## src/hw/msd_pkg.sv

```systemverilog
// Package: constants and carrier types for the sequence input decoder
package msd_pkg;
    localparam int          SEQ_NUM       = 6;
    localparam int          SEL_W         = 3;
    localparam int          MAP_W         = 3;
    localparam logic [2:0]  MAP_MODE_RST  = 3'h2;
    localparam logic [2:0]  MAP_FWD_RST   = 3'h1;
    localparam logic [2:0]  MAP_PROGRAM_CHOICE_BIT_TWO_RST  = 3'h4;
    localparam logic [2:0]  MAP_CLR_RST   = 3'h5;
    localparam logic [2:0]  MAP_REV_RST   = 3'h3;
    localparam logic [2:0]  SEL_RST       = 3'h0;

    typedef enum logic [0:0] {
        MSD_MODE_TABLE = 1'b0,
        MSD_MODE_JOG   = 1'b1
    } msd_mode_t;

    typedef struct packed {
        logic [MAP_W-1:0] mode_src;
        logic [MAP_W-1:0] fwd_src;
        logic [MAP_W-1:0] program_choice_bit_two_src;
        logic [MAP_W-1:0] clr_src;
        logic [MAP_W-1:0] rev_src;
    } msd_map_t;

    typedef struct packed {
        logic             fwd_jog;
        logic             rev_jog;
        logic             jog_start;
        logic             jog_run;
    } msd_jog_t;

    typedef struct packed {
        logic [SEL_W-1:0] program_choice;
        logic             program_table_reset;
        logic             alarm_clear;
    } msd_table_t;
endpackage : msd_pkg

```

## src/hw/msd_sync.sv

```systemverilog
// Two-stage synchroniser bank for the sequence input pins
`timescale 1ns/1ps
`default_nettype none
module msd_sync #(
    parameter int W = 6
) (
    input  wire logic         mclk,
    input  wire logic         rstn,
    input  wire logic [W-1:0] pin_in,
    output logic      [W-1:0] sync_out
);
    logic [W-1:0] meta_q;

    always_ff @(posedge mclk or negedge rstn) begin
        if (!rstn) begin
            meta_q   <= '0;
            sync_out <= '0;
        end else begin
            meta_q   <= pin_in;
            sync_out <= meta_q;
        end
    end
endmodule : msd_sync
`default_nettype wire

```

## src/hw/msd_decoder.sv

```systemverilog
// Mode-dependent decoder for general-purpose sequence inputs
// Function
// - Each sequence input function is mapped to a physical input by configuration.
// - Table mode: sequence input five is program choice bit two.
// - Jog mode: sequence input five going active starts jog.
// - Table mode: sequence input six going active resets table only while table stopped.
// - Either mode: sequence input six going active clears the alarm.
// - Table mode: sequence input four is program choice bit one.
// - Jog mode: reverse jog runs while reverse jog input is active.
// - Jog stops as soon as reverse jog input goes inactive.
// - Mode switch active selects table mode, inactive selects jog mode.
// - Table mode: sequence input two is program choice bit zero.
// - Jog mode: forward jog starts on active and stops on inactive.
`timescale 1ns/1ps
`default_nettype none
module msd_decoder
    import msd_pkg::*;
#(
    parameter int N = msd_pkg::SEQ_NUM
) (
    input  wire logic               mclk,
    input  wire logic               rstn,
    input  wire logic [N-1:0]       seq_pin,
    input  wire msd_pkg::msd_map_t  input_map,
    input  wire logic               table_stopped,
    output msd_pkg::msd_mode_t      mode,
    output msd_pkg::msd_jog_t       jog,
    output msd_pkg::msd_table_t     table_out
);
    import msd_pkg::*;

    ////////////////////////////////////////////////////////////////////////
    // Synchronised inputs and allocation

    localparam int FN = 5;

    logic [N-1:0]       seq_s;
    logic [MAP_W-1:0]   fn_src [FN];
    logic [FN-1:0]      fn_in;
    logic               mode_in;
    logic               fwd_in;
    logic               program_choice_bit_two_in;
    logic               clr_in;
    logic               rev_in;
    logic               program_choice_bit_two_prev_q;
    logic               clr_prev_q;
    logic               program_choice_bit_two_rise;
    logic               clr_rise;
    msd_mode_t          mode_d;
    msd_mode_t          mode_q;
    msd_jog_t           jog_d;
    msd_jog_t           jog_q;
    msd_table_t         table_d;
    msd_table_t         table_q;

    // Pins pass two flip-flops before any decode
    msd_sync #(.W(N)) u_sync (
        .mclk     (mclk),
        .rstn     (rstn),
        .pin_in   (seq_pin),
        .sync_out (seq_s)
    );

    // Pick one synchronised input by its configured index
    function automatic logic pick(input logic [N-1:0] v,
                                  input logic [MAP_W-1:0] idx);
        logic r;
        r = 1'b0;
        for (int i = 0; i < N; i++) begin
            if (idx == MAP_W'(i)) begin
                r = v[i];
            end
        end
        return r;
    endfunction : pick

    // Function slots in allocation order
    always_comb begin
        fn_src[0] = input_map.mode_src;
        fn_src[1] = input_map.fwd_src;
        fn_src[2] = input_map.program_choice_bit_two_src;
        fn_src[3] = input_map.clr_src;
        fn_src[4] = input_map.rev_src;
    end

    for (genvar g = 0; g < FN; g++) begin : g_pick
        assign fn_in[g] = pick(seq_s, fn_src[g]);
    end

    always_comb begin
        mode_in = fn_in[0];
        fwd_in  = fn_in[1];
        program_choice_bit_two_in = fn_in[2];
        clr_in  = fn_in[3];
        rev_in  = fn_in[4];
    end

    ////////////////////////////////////////////////////////////////////////
    // Decoding helpers

    // Mode switch level to operating mode
    function automatic msd_mode_t mode_of(input logic active);
        msd_mode_t m;
        m = MSD_MODE_JOG;
        if (active) begin
            m = MSD_MODE_TABLE;
        end
        return m;
    endfunction : mode_of

    // One-cycle pulse on a low-to-high transition
    function automatic logic rise_of(input logic cur,
                                     input logic prev);
        return cur & ~prev;
    endfunction : rise_of

    ////////////////////////////////////////////////////////////////////////
    // Edge history

    // Follows the mapped input, so a remap may give one edge
    always_ff @(posedge mclk or negedge rstn) begin
        if (!rstn) begin
            program_choice_bit_two_prev_q <= 1'b0;
        end else begin
            program_choice_bit_two_prev_q <= program_choice_bit_two_in;
        end
    end

    always_ff @(posedge mclk or negedge rstn) begin
        if (!rstn) begin
            clr_prev_q <= 1'b0;
        end else begin
            clr_prev_q <= clr_in;
        end
    end

    ////////////////////////////////////////////////////////////////////////
    // Edge pulses and mode

    // Pulses and mode come from the same synchronised cycle
    always_comb begin
        program_choice_bit_two_rise = rise_of(program_choice_bit_two_in, program_choice_bit_two_prev_q);
        clr_rise  = rise_of(clr_in, clr_prev_q);
        mode_d    = mode_of(mode_in);
    end

    // Mode resets to jog, as with the switch released
    always_ff @(posedge mclk or negedge rstn) begin
        if (!rstn) begin
            mode_q <= MSD_MODE_JOG;
        end else begin
            mode_q <= mode_d;
        end
    end

    ////////////////////////////////////////////////////////////////////////
    // Jog outputs

    // Jog drive only while the mode switch is off
    always_comb begin
        jog_d = '0;
        case (mode_d)
            MSD_MODE_JOG: begin
                jog_d.fwd_jog   = fwd_in;
                jog_d.rev_jog   = rev_in;
                jog_d.jog_start = program_choice_bit_two_rise;
                jog_d.jog_run   = program_choice_bit_two_in;
            end
            default: begin
                jog_d = '0;
            end
        endcase
    end

    always_ff @(posedge mclk or negedge rstn) begin
        if (!rstn) begin
            jog_q <= '0;
        end else begin
            jog_q <= jog_d;
        end
    end

    ////////////////////////////////////////////////////////////////////////
    // Program table outputs

    // Choice bits land as one word, so they never split
    always_comb begin
        table_d             = '0;
        table_d.alarm_clear = clr_rise;
        case (mode_d)
            MSD_MODE_TABLE: begin
                table_d.program_choice = {program_choice_bit_two_in,
                                          rev_in,
                                          fwd_in};
                // Reset honoured only while the table stands stopped
                table_d.program_table_reset =
                    clr_rise & table_stopped;
            end
            default: begin
                table_d.program_choice      = SEL_RST;
                table_d.program_table_reset = 1'b0;
            end
        endcase
    end

    always_ff @(posedge mclk or negedge rstn) begin
        if (!rstn) begin
            table_q <= '0;
        end else begin
            table_q <= table_d;
        end
    end

    ////////////////////////////////////////////////////////////////////////
    // Output drive

    // Outputs come straight from the registers
    assign mode      = mode_q;
    assign jog       = jog_q;
    assign table_out = table_q;
endmodule : msd_decoder
`default_nettype wire

```

## config.mk

```make
export PLATFORM = sky130hd
export DESIGN_NAME = msd_decoder
export DESIGN_NICKNAME = d
export VERILOG_FILES = /design/src/hw/msd_pkg.sv /design/src/hw/msd_sync.sv /design/src/hw/msd_decoder.sv
export SDC_FILE = /design/constraint.sdc
export NUM_CORES = 1
export LEC_CHECK = 0
export ABC_CLOCK_PERIOD_IN_PS = 1350
export BUFFER_PORTS_ARGS = -buffer_cell sky130_fd_sc_hd__buf_2
export CAP_MARGIN = 20
export CORE_MARGIN = 3
export CORE_UTILIZATION = 45
export CTS_BUF_LIST = sky130_fd_sc_hd__clkbuf_2
export DETAILED_ROUTE_END_ITERATION = 10
export PLACE_DENSITY = 0.84
export SLEW_MARGIN = 40
export SYNTH_ARGS = -nofsm -noshare
export SYNTH_HDL_FRONTEND = slang
export SYNTH_SLANG_ARGS = --single-unit
```

## constraint.sdc

```tcl
create_clock -name mclk -period 1.35 [get_ports mclk]
set_input_delay 0.2025 -clock mclk [delete_from_list [all_inputs] [get_ports mclk]]
set_output_delay 0.2025 -clock mclk [all_outputs]
set_load 0.01 [all_outputs]
```

# Word level (Yosys, flattened, before mapping)
# Cells that the tools add are included.
[op_classes]
addsub = 0
multipliers = 0
n_div = 0
magnitude_cmp = 0
eq_ne = 25
n_shift = 0
mux = 33
bitwise = 5
n_reduce_logical = 5
[op_table]
columns = ["op", "n"]
rows = [
  ["$mux 1", 31],
  ["$eq 3x2->1 const B", 10],
  ["$eq 3x3->1 const B", 10],
  ["$eq 3x1->1 const B", 5],
  ["$logic_not 3->1", 5],
  ["$mux 4", 2],
  ["$and 1x1->1", 3],
  ["$not 1->1", 2],
]
[word_totals]
reg_bits = 24
latch_bits = 0
mem_bits_rw = 0
romBits = 0
n_memories = 0

# Logic depth before layout (Yosys ltp)
[logic_depth]
word_depth = 10
ltp_mapped = 5

# By module
# From an unflattened synthesis, not the netlist that was laid out.
[unflattened]
hier_cells = 60
area_unflattened_um2 = 924.6
[modules_own_cells]
columns = ["mod", "instances", "cells_per_inst", "area_per_inst_um2", "seq_area_each_um2"]
rows = [
  ["msd_decoder", 1, 48, 624.3, 301.5],
  ["msd_sync", 1, 12, 300.3, 300.3],
]

# Worst setup path before layout
# Ideal clock, no wire load.
[synth_timing]
path_kind = "reg-to-reg"
startpoint = "reg u_sync.sync_out[3]"
endpoint = "reg jog_q (netlist bit jog[1])"
setup_time_ns = 0.120
t_arrival_ns = 1.247
slack_ns = -0.017
path_stages_with_launch = 4
path_buffers = 0
period_less_slack_ns = 1.367
path_cell_list = "dfrtp_1 > mux4_2 > mux2_4 > nor3b_1"
[synth_rtl]
columns = ["item", "line_no", "rtl"]
rows = [
  ["from (decl)", "msd_sync.sv:10", "output logic [W-1:0] sync_out"],
  ["from (signal assigned)", "msd_sync.sv:20", "sync_out <= meta_q;"],
  ["to (signal assigned)", "msd_decoder.sv:179", "jog_q <= jog_d;"],
  ["to (decl)", "msd_decoder.sv:52", "msd_jog_t jog_q;"],
]

==> tab_implementation.tex <==
\begin{tabular}{lr}
\hline
Metric & Value \\
\hline
\multicolumn{2}{l}{\textbf{Status}} \\
\quad Outcome & complete, but fails checks \\
\quad Failing checks & setup timing \\
\multicolumn{2}{l}{\textbf{Timing}} \\
\quad Final setup skew & 8.23 ps \\
\quad Final setup margin & -59.8 ps \\
\quad Final count of hold timing violations & 0 \\
\quad \# setup viols final & 5 \\
\quad Worst slew margin relative to its limit & 66.9\% \\
\quad Clock period minus final worst setup slack & 1410 ps \\
\quad Total Neg Setup Slack & -194 ps \\
\quad Max Transition Viols Final & 0 \\
\quad Final period util & 104\% \\
\quad Setup repair after global routing missed its margin & true \\
\quad Maximum frequency from static timing analysis & 709 MHz \\
\quad Slew at the pin closest to its max-slew limit & 496 ps \\
\quad Worst hold slack across all endpoints & 80.6 ps \\
\multicolumn{2}{l}{\textbf{Critical path}} \\
\quad Arrival time of the worst setup path & 1670 ps \\
\quad Crit path max-delay family & multiplexers \\
\quad Worst Path Buf+Inv & 0 \\
\quad Critical setup path kind & reg -> reg \\
\quad Max stage delay on crit path & 460 ps \\
\quad Required time at the endpoint of the critical path & 1610 ps \\
\quad Element type at the critical path end & flop \\
\quad Slowest library cell on the worst path & sky130\_fd\_sc\_hd\_\_mux4\_2 \\
\quad Startpoint kind of the worst setup timing path & flop \\
\quad Critical path fanouts, max & 4 \\
\quad Cell chain of the critical path & mux4\_2, mux2\_4, nor3b\_1 \\
\multicolumn{2}{l}{\textbf{Floorplan}} \\
\quad Number of top-level pins & 34 \\
\quad Vertical extent of the die & 51.2 um \\
\quad Overall die area & 2620 um\^{}2 \\
\quad X dimension of the die & 51.2 um \\
\quad Floorplan Core Area & 1820 um\^{}2 \\
\quad FP Rows & 15 \\
\quad Initial cell density of the core & 50.5\% \\
\multicolumn{2}{l}{\textbf{Routing}} \\
\quad Total wire length & 1680 um \\
\quad Via density & 4.75 \\
\quad Routed wire length per instance & 12.5 um \\
\quad DRC viols & 0 \\
\quad Remaining number of nets flagged by the antenna check after routing & 0 \\
\quad Initial detailed-routing violation count & 1 \\
\quad First-pass detailed-route iteration total & 2 \\
\quad Total via count in the routed design & 637 \\
\multicolumn{2}{l}{\textbf{Logic synthesis}} \\
\quad Portion of synthesized cell area occupied by the leading cell type & 62.6\% \\
\quad Fraction of the yosys area taken by sequential cells & 65.4\% \\
\quad Netlist cell types & 16 \\
\quad Largest family of logic cells by synthesized area & multiplexers \\
\quad Leading cell types by count after synthesis & sky130\_fd\_sc\_hd\_\_dfrtp\_1 (23), sky130\_fd\_sc\_hd\_\_mux2i\_1 (7), sky130\_fd\_sc\_hd\_\_nor2\_1 (7) \\
\quad Post-synthesis instance total & 60 \\
\quad Synthesized-area fraction occupied by adder cells & 0\% \\
\quad Ys async rst share & 100\% \\
\quad Nets in the synthesized netlist & 84 \\
\quad Register bit count reported by yosys & 24 \\
\quad Post-synthesis share of cell area spent on xor and xnor gates & 0\% \\
\quad Simple-gate portion of the synthesized area & 12.0\% \\
\quad Cell types occupying the most area after synthesis & sky130\_fd\_sc\_hd\_\_dfrtp\_1 (63\%), sky130\_fd\_sc\_hd\_\_mux2i\_1 (7.6\%), sky130\_fd\_sc\_hd\_\_mux4\_2 (7.3\%) \\
\quad Cell accounting for the most synthesized area & sky130\_fd\_sc\_hd\_\_dfrtp\_1 \\
\quad Total of warnings raised by yosys & 0 \\
\quad Fraction of synthesized area in multiplexers & 21.5\% \\
\quad Most common cell in the synthesized netlist & sky130\_fd\_sc\_hd\_\_dfrtp\_1 \\
\quad Predominant post-synthesis flop cell & sky130\_fd\_sc\_hd\_\_dfrtp\_1 \\
\quad Compound-cell area share of the yosys netlist & 0.680\% \\
\quad Mean area per synthesized cell & 15.3 um\^{}2 \\
\quad EDFF count, synth & 0 \\
\quad Combined area of all synthesized cells & 920 um\^{}2 \\
\multicolumn{2}{l}{\textbf{Placed design}} \\
\quad Placed Cells & 123 \\
\quad Gpl congestion & 0.757 \\
\quad Number of port buffers & 33 \\
\quad DP Worst Slack & -43.0 ps \\
\multicolumn{2}{l}{\textbf{Pwr}} \\
\quad Leakage power & 0.653 nW \\
\quad PwrDens & 1140 nW/um\^{}2 \\
\quad Max rail drop VDD & 806 uV \\
\multicolumn{2}{l}{\textbf{Layout}} \\
\quad Area growth syn-to-layout & 41.1\% \\
\quad Number of antenna repair diodes & 0 \\
\quad Flip-flop and latch area & 602 um\^{}2 \\
\quad Utilization of the core after routing & 71.3\% \\
\quad Layout Cells excl Fill & 134 \\
\quad Number of filler instances in the final layout & 131 \\
\quad Nets@finish & 134 \\
\quad Area occupied by multi-input gates & 335 um\^{}2 \\
\quad Fraction of layout cells with a size suffix above 1 & 51.4\% \\
\multicolumn{2}{l}{\textbf{Clocking}} \\
\quad Maximum count of clock buffers along a single path & 2 \\
\quad CTS root buf & sky130\_fd\_sc\_hd\_\_clkbuf\_2 \\
\quad Clock sink count & 24 \\
\quad Clock slew at reported path FFs & 210 ps \\
\quad H-tree Lvls & 1 \\
\quad Setup bufs post-CTS & 0 \\
\quad Clock tree from TritonCTS & done \\
\quad Clock buffers created by TritonCTS & 3 \\
\quad Worst-Skew Late Latency & 340 ps \\
\multicolumn{2}{l}{\textbf{Global routing}} \\
\quad Total GRT Usage & 14.7\% \\
\quad Initial antenna violation count & 0 \\
\quad Largest net degree at the start of global routing & 25 \\
\quad First-pass GRT wire length & 2810 um \\
\quad Via count of the first global-routing pass & 692 \\
\quad Overflow after GRT & 0 \\
\multicolumn{2}{l}{\textbf{Run}} \\
\quad Number of violations of the max-capacitance limit & 0 \\
\multicolumn{2}{l}{\textbf{Hold path}} \\
\quad Hold Crit Class & in -> reg \\
\hline
\end{tabular}
==> final timing paths <==
kind / slack [ps] / start / end / depth (start not counted)
min in group asynchronous: 340 / rstn / jog[0] / 2
min reg2reg: 380 / u_sync.meta_q[2] / u_sync.sync_out[2] / 0
max: -60 / u_sync.sync_out[1] / jog[1] / 3
max in group asynchronous: 660 / rstn / mode / 2
min: 80 / table_stopped / table_out[1] / 2
max reg2reg: -60 / u_sync.sync_out[1] / jog[1] / 3
==> per-layer routing <==
layer	vias up	GRT usage, %	share of wire [%]
met4	0	5.38	0.60
met5	-	0	0
li1	311	-	-
met1	298	15.3	37
met3	2	4.37	7.5
met2	26	27.3	55
==> worst register-to-register path: stages, from the launching register on <==
cell	delay, ps
sky130_fd_sc_hd__dfrtp_1	450
sky130_fd_sc_hd__mux4_2	460
sky130_fd_sc_hd__mux2_4	290
sky130_fd_sc_hd__nor3b_1	140
==> area by class of cell <==
cell class	count	share of cell area, %
flip-flops and latches	24	46.4
clock inverters	1	2.31
clock buffers	3	1.16
repair buffers	45	21.6
inverters	1	0.289
multi-input cells	35	25.8
well taps	25	2.41
==> state kept, by name (all words and copies together) (netlist names) <==
register / count
u_sync.meta_q: 6
u_sync.sync_out: 6
table_out: 5
jog: 4
clr_prev_q: 1
mode: 1
program_choice_bit_two_prev_q: 1
==> per-stage QoR <==
stage	cell area, um^2	power [mW]
6_report	1300	1.48
5_1_grt	1300	1.56
4_1_cts	1270	1.48
3_5_place_dp	1150	1.01
3_3_place_gp	1150	0.997
2_1_floorplan	920	0.896
==> kinds of logic after synthesis <==
group | count (synthesis)
and+or+nand+nor | 19
DFF | 24
AOI/OAI and AO/OA | 1
buffers and inverters | 1
muxes | 15
==> power by group <==
part           leakage [nW]  internal (mW)  switching, mW
logic                 0.332          0.126          0.102
clock network        0.0266          0.255          0.206
registers             0.294          0.772         0.0171
total                 0.653           1.15          0.325
==> layout by cell type (no fill, tap or decap), types with 2 or more instances in the layout <==
cell,n
sky130_fd_sc_hd__and2_1,2
sky130_fd_sc_hd__buf_2,33
sky130_fd_sc_hd__buf_4,3
sky130_fd_sc_hd__buf_6,2
sky130_fd_sc_hd__clkbuf_2,3
sky130_fd_sc_hd__dfrtp_1,23
sky130_fd_sc_hd__dlygate4sd3_1,7
sky130_fd_sc_hd__mux2_2,4
sky130_fd_sc_hd__mux2i_1,5
sky130_fd_sc_hd__mux2i_2,2
sky130_fd_sc_hd__mux4_2,3
sky130_fd_sc_hd__nand3b_1,4
sky130_fd_sc_hd__nor2_1,7
sky130_fd_sc_hd__or3_1,2
==> timing repair <==
action                                  in CTS  in global routing
hold buffers                                 7                  0
resized for setup                            0                  7
endpoints found under the hold margin       29                  0
pin swaps                                    2                  3
endpoints found under the setup margin       7                  9
gates cloned                                 0                  0
Note: power is estimated with default switching activity, not from simulation.
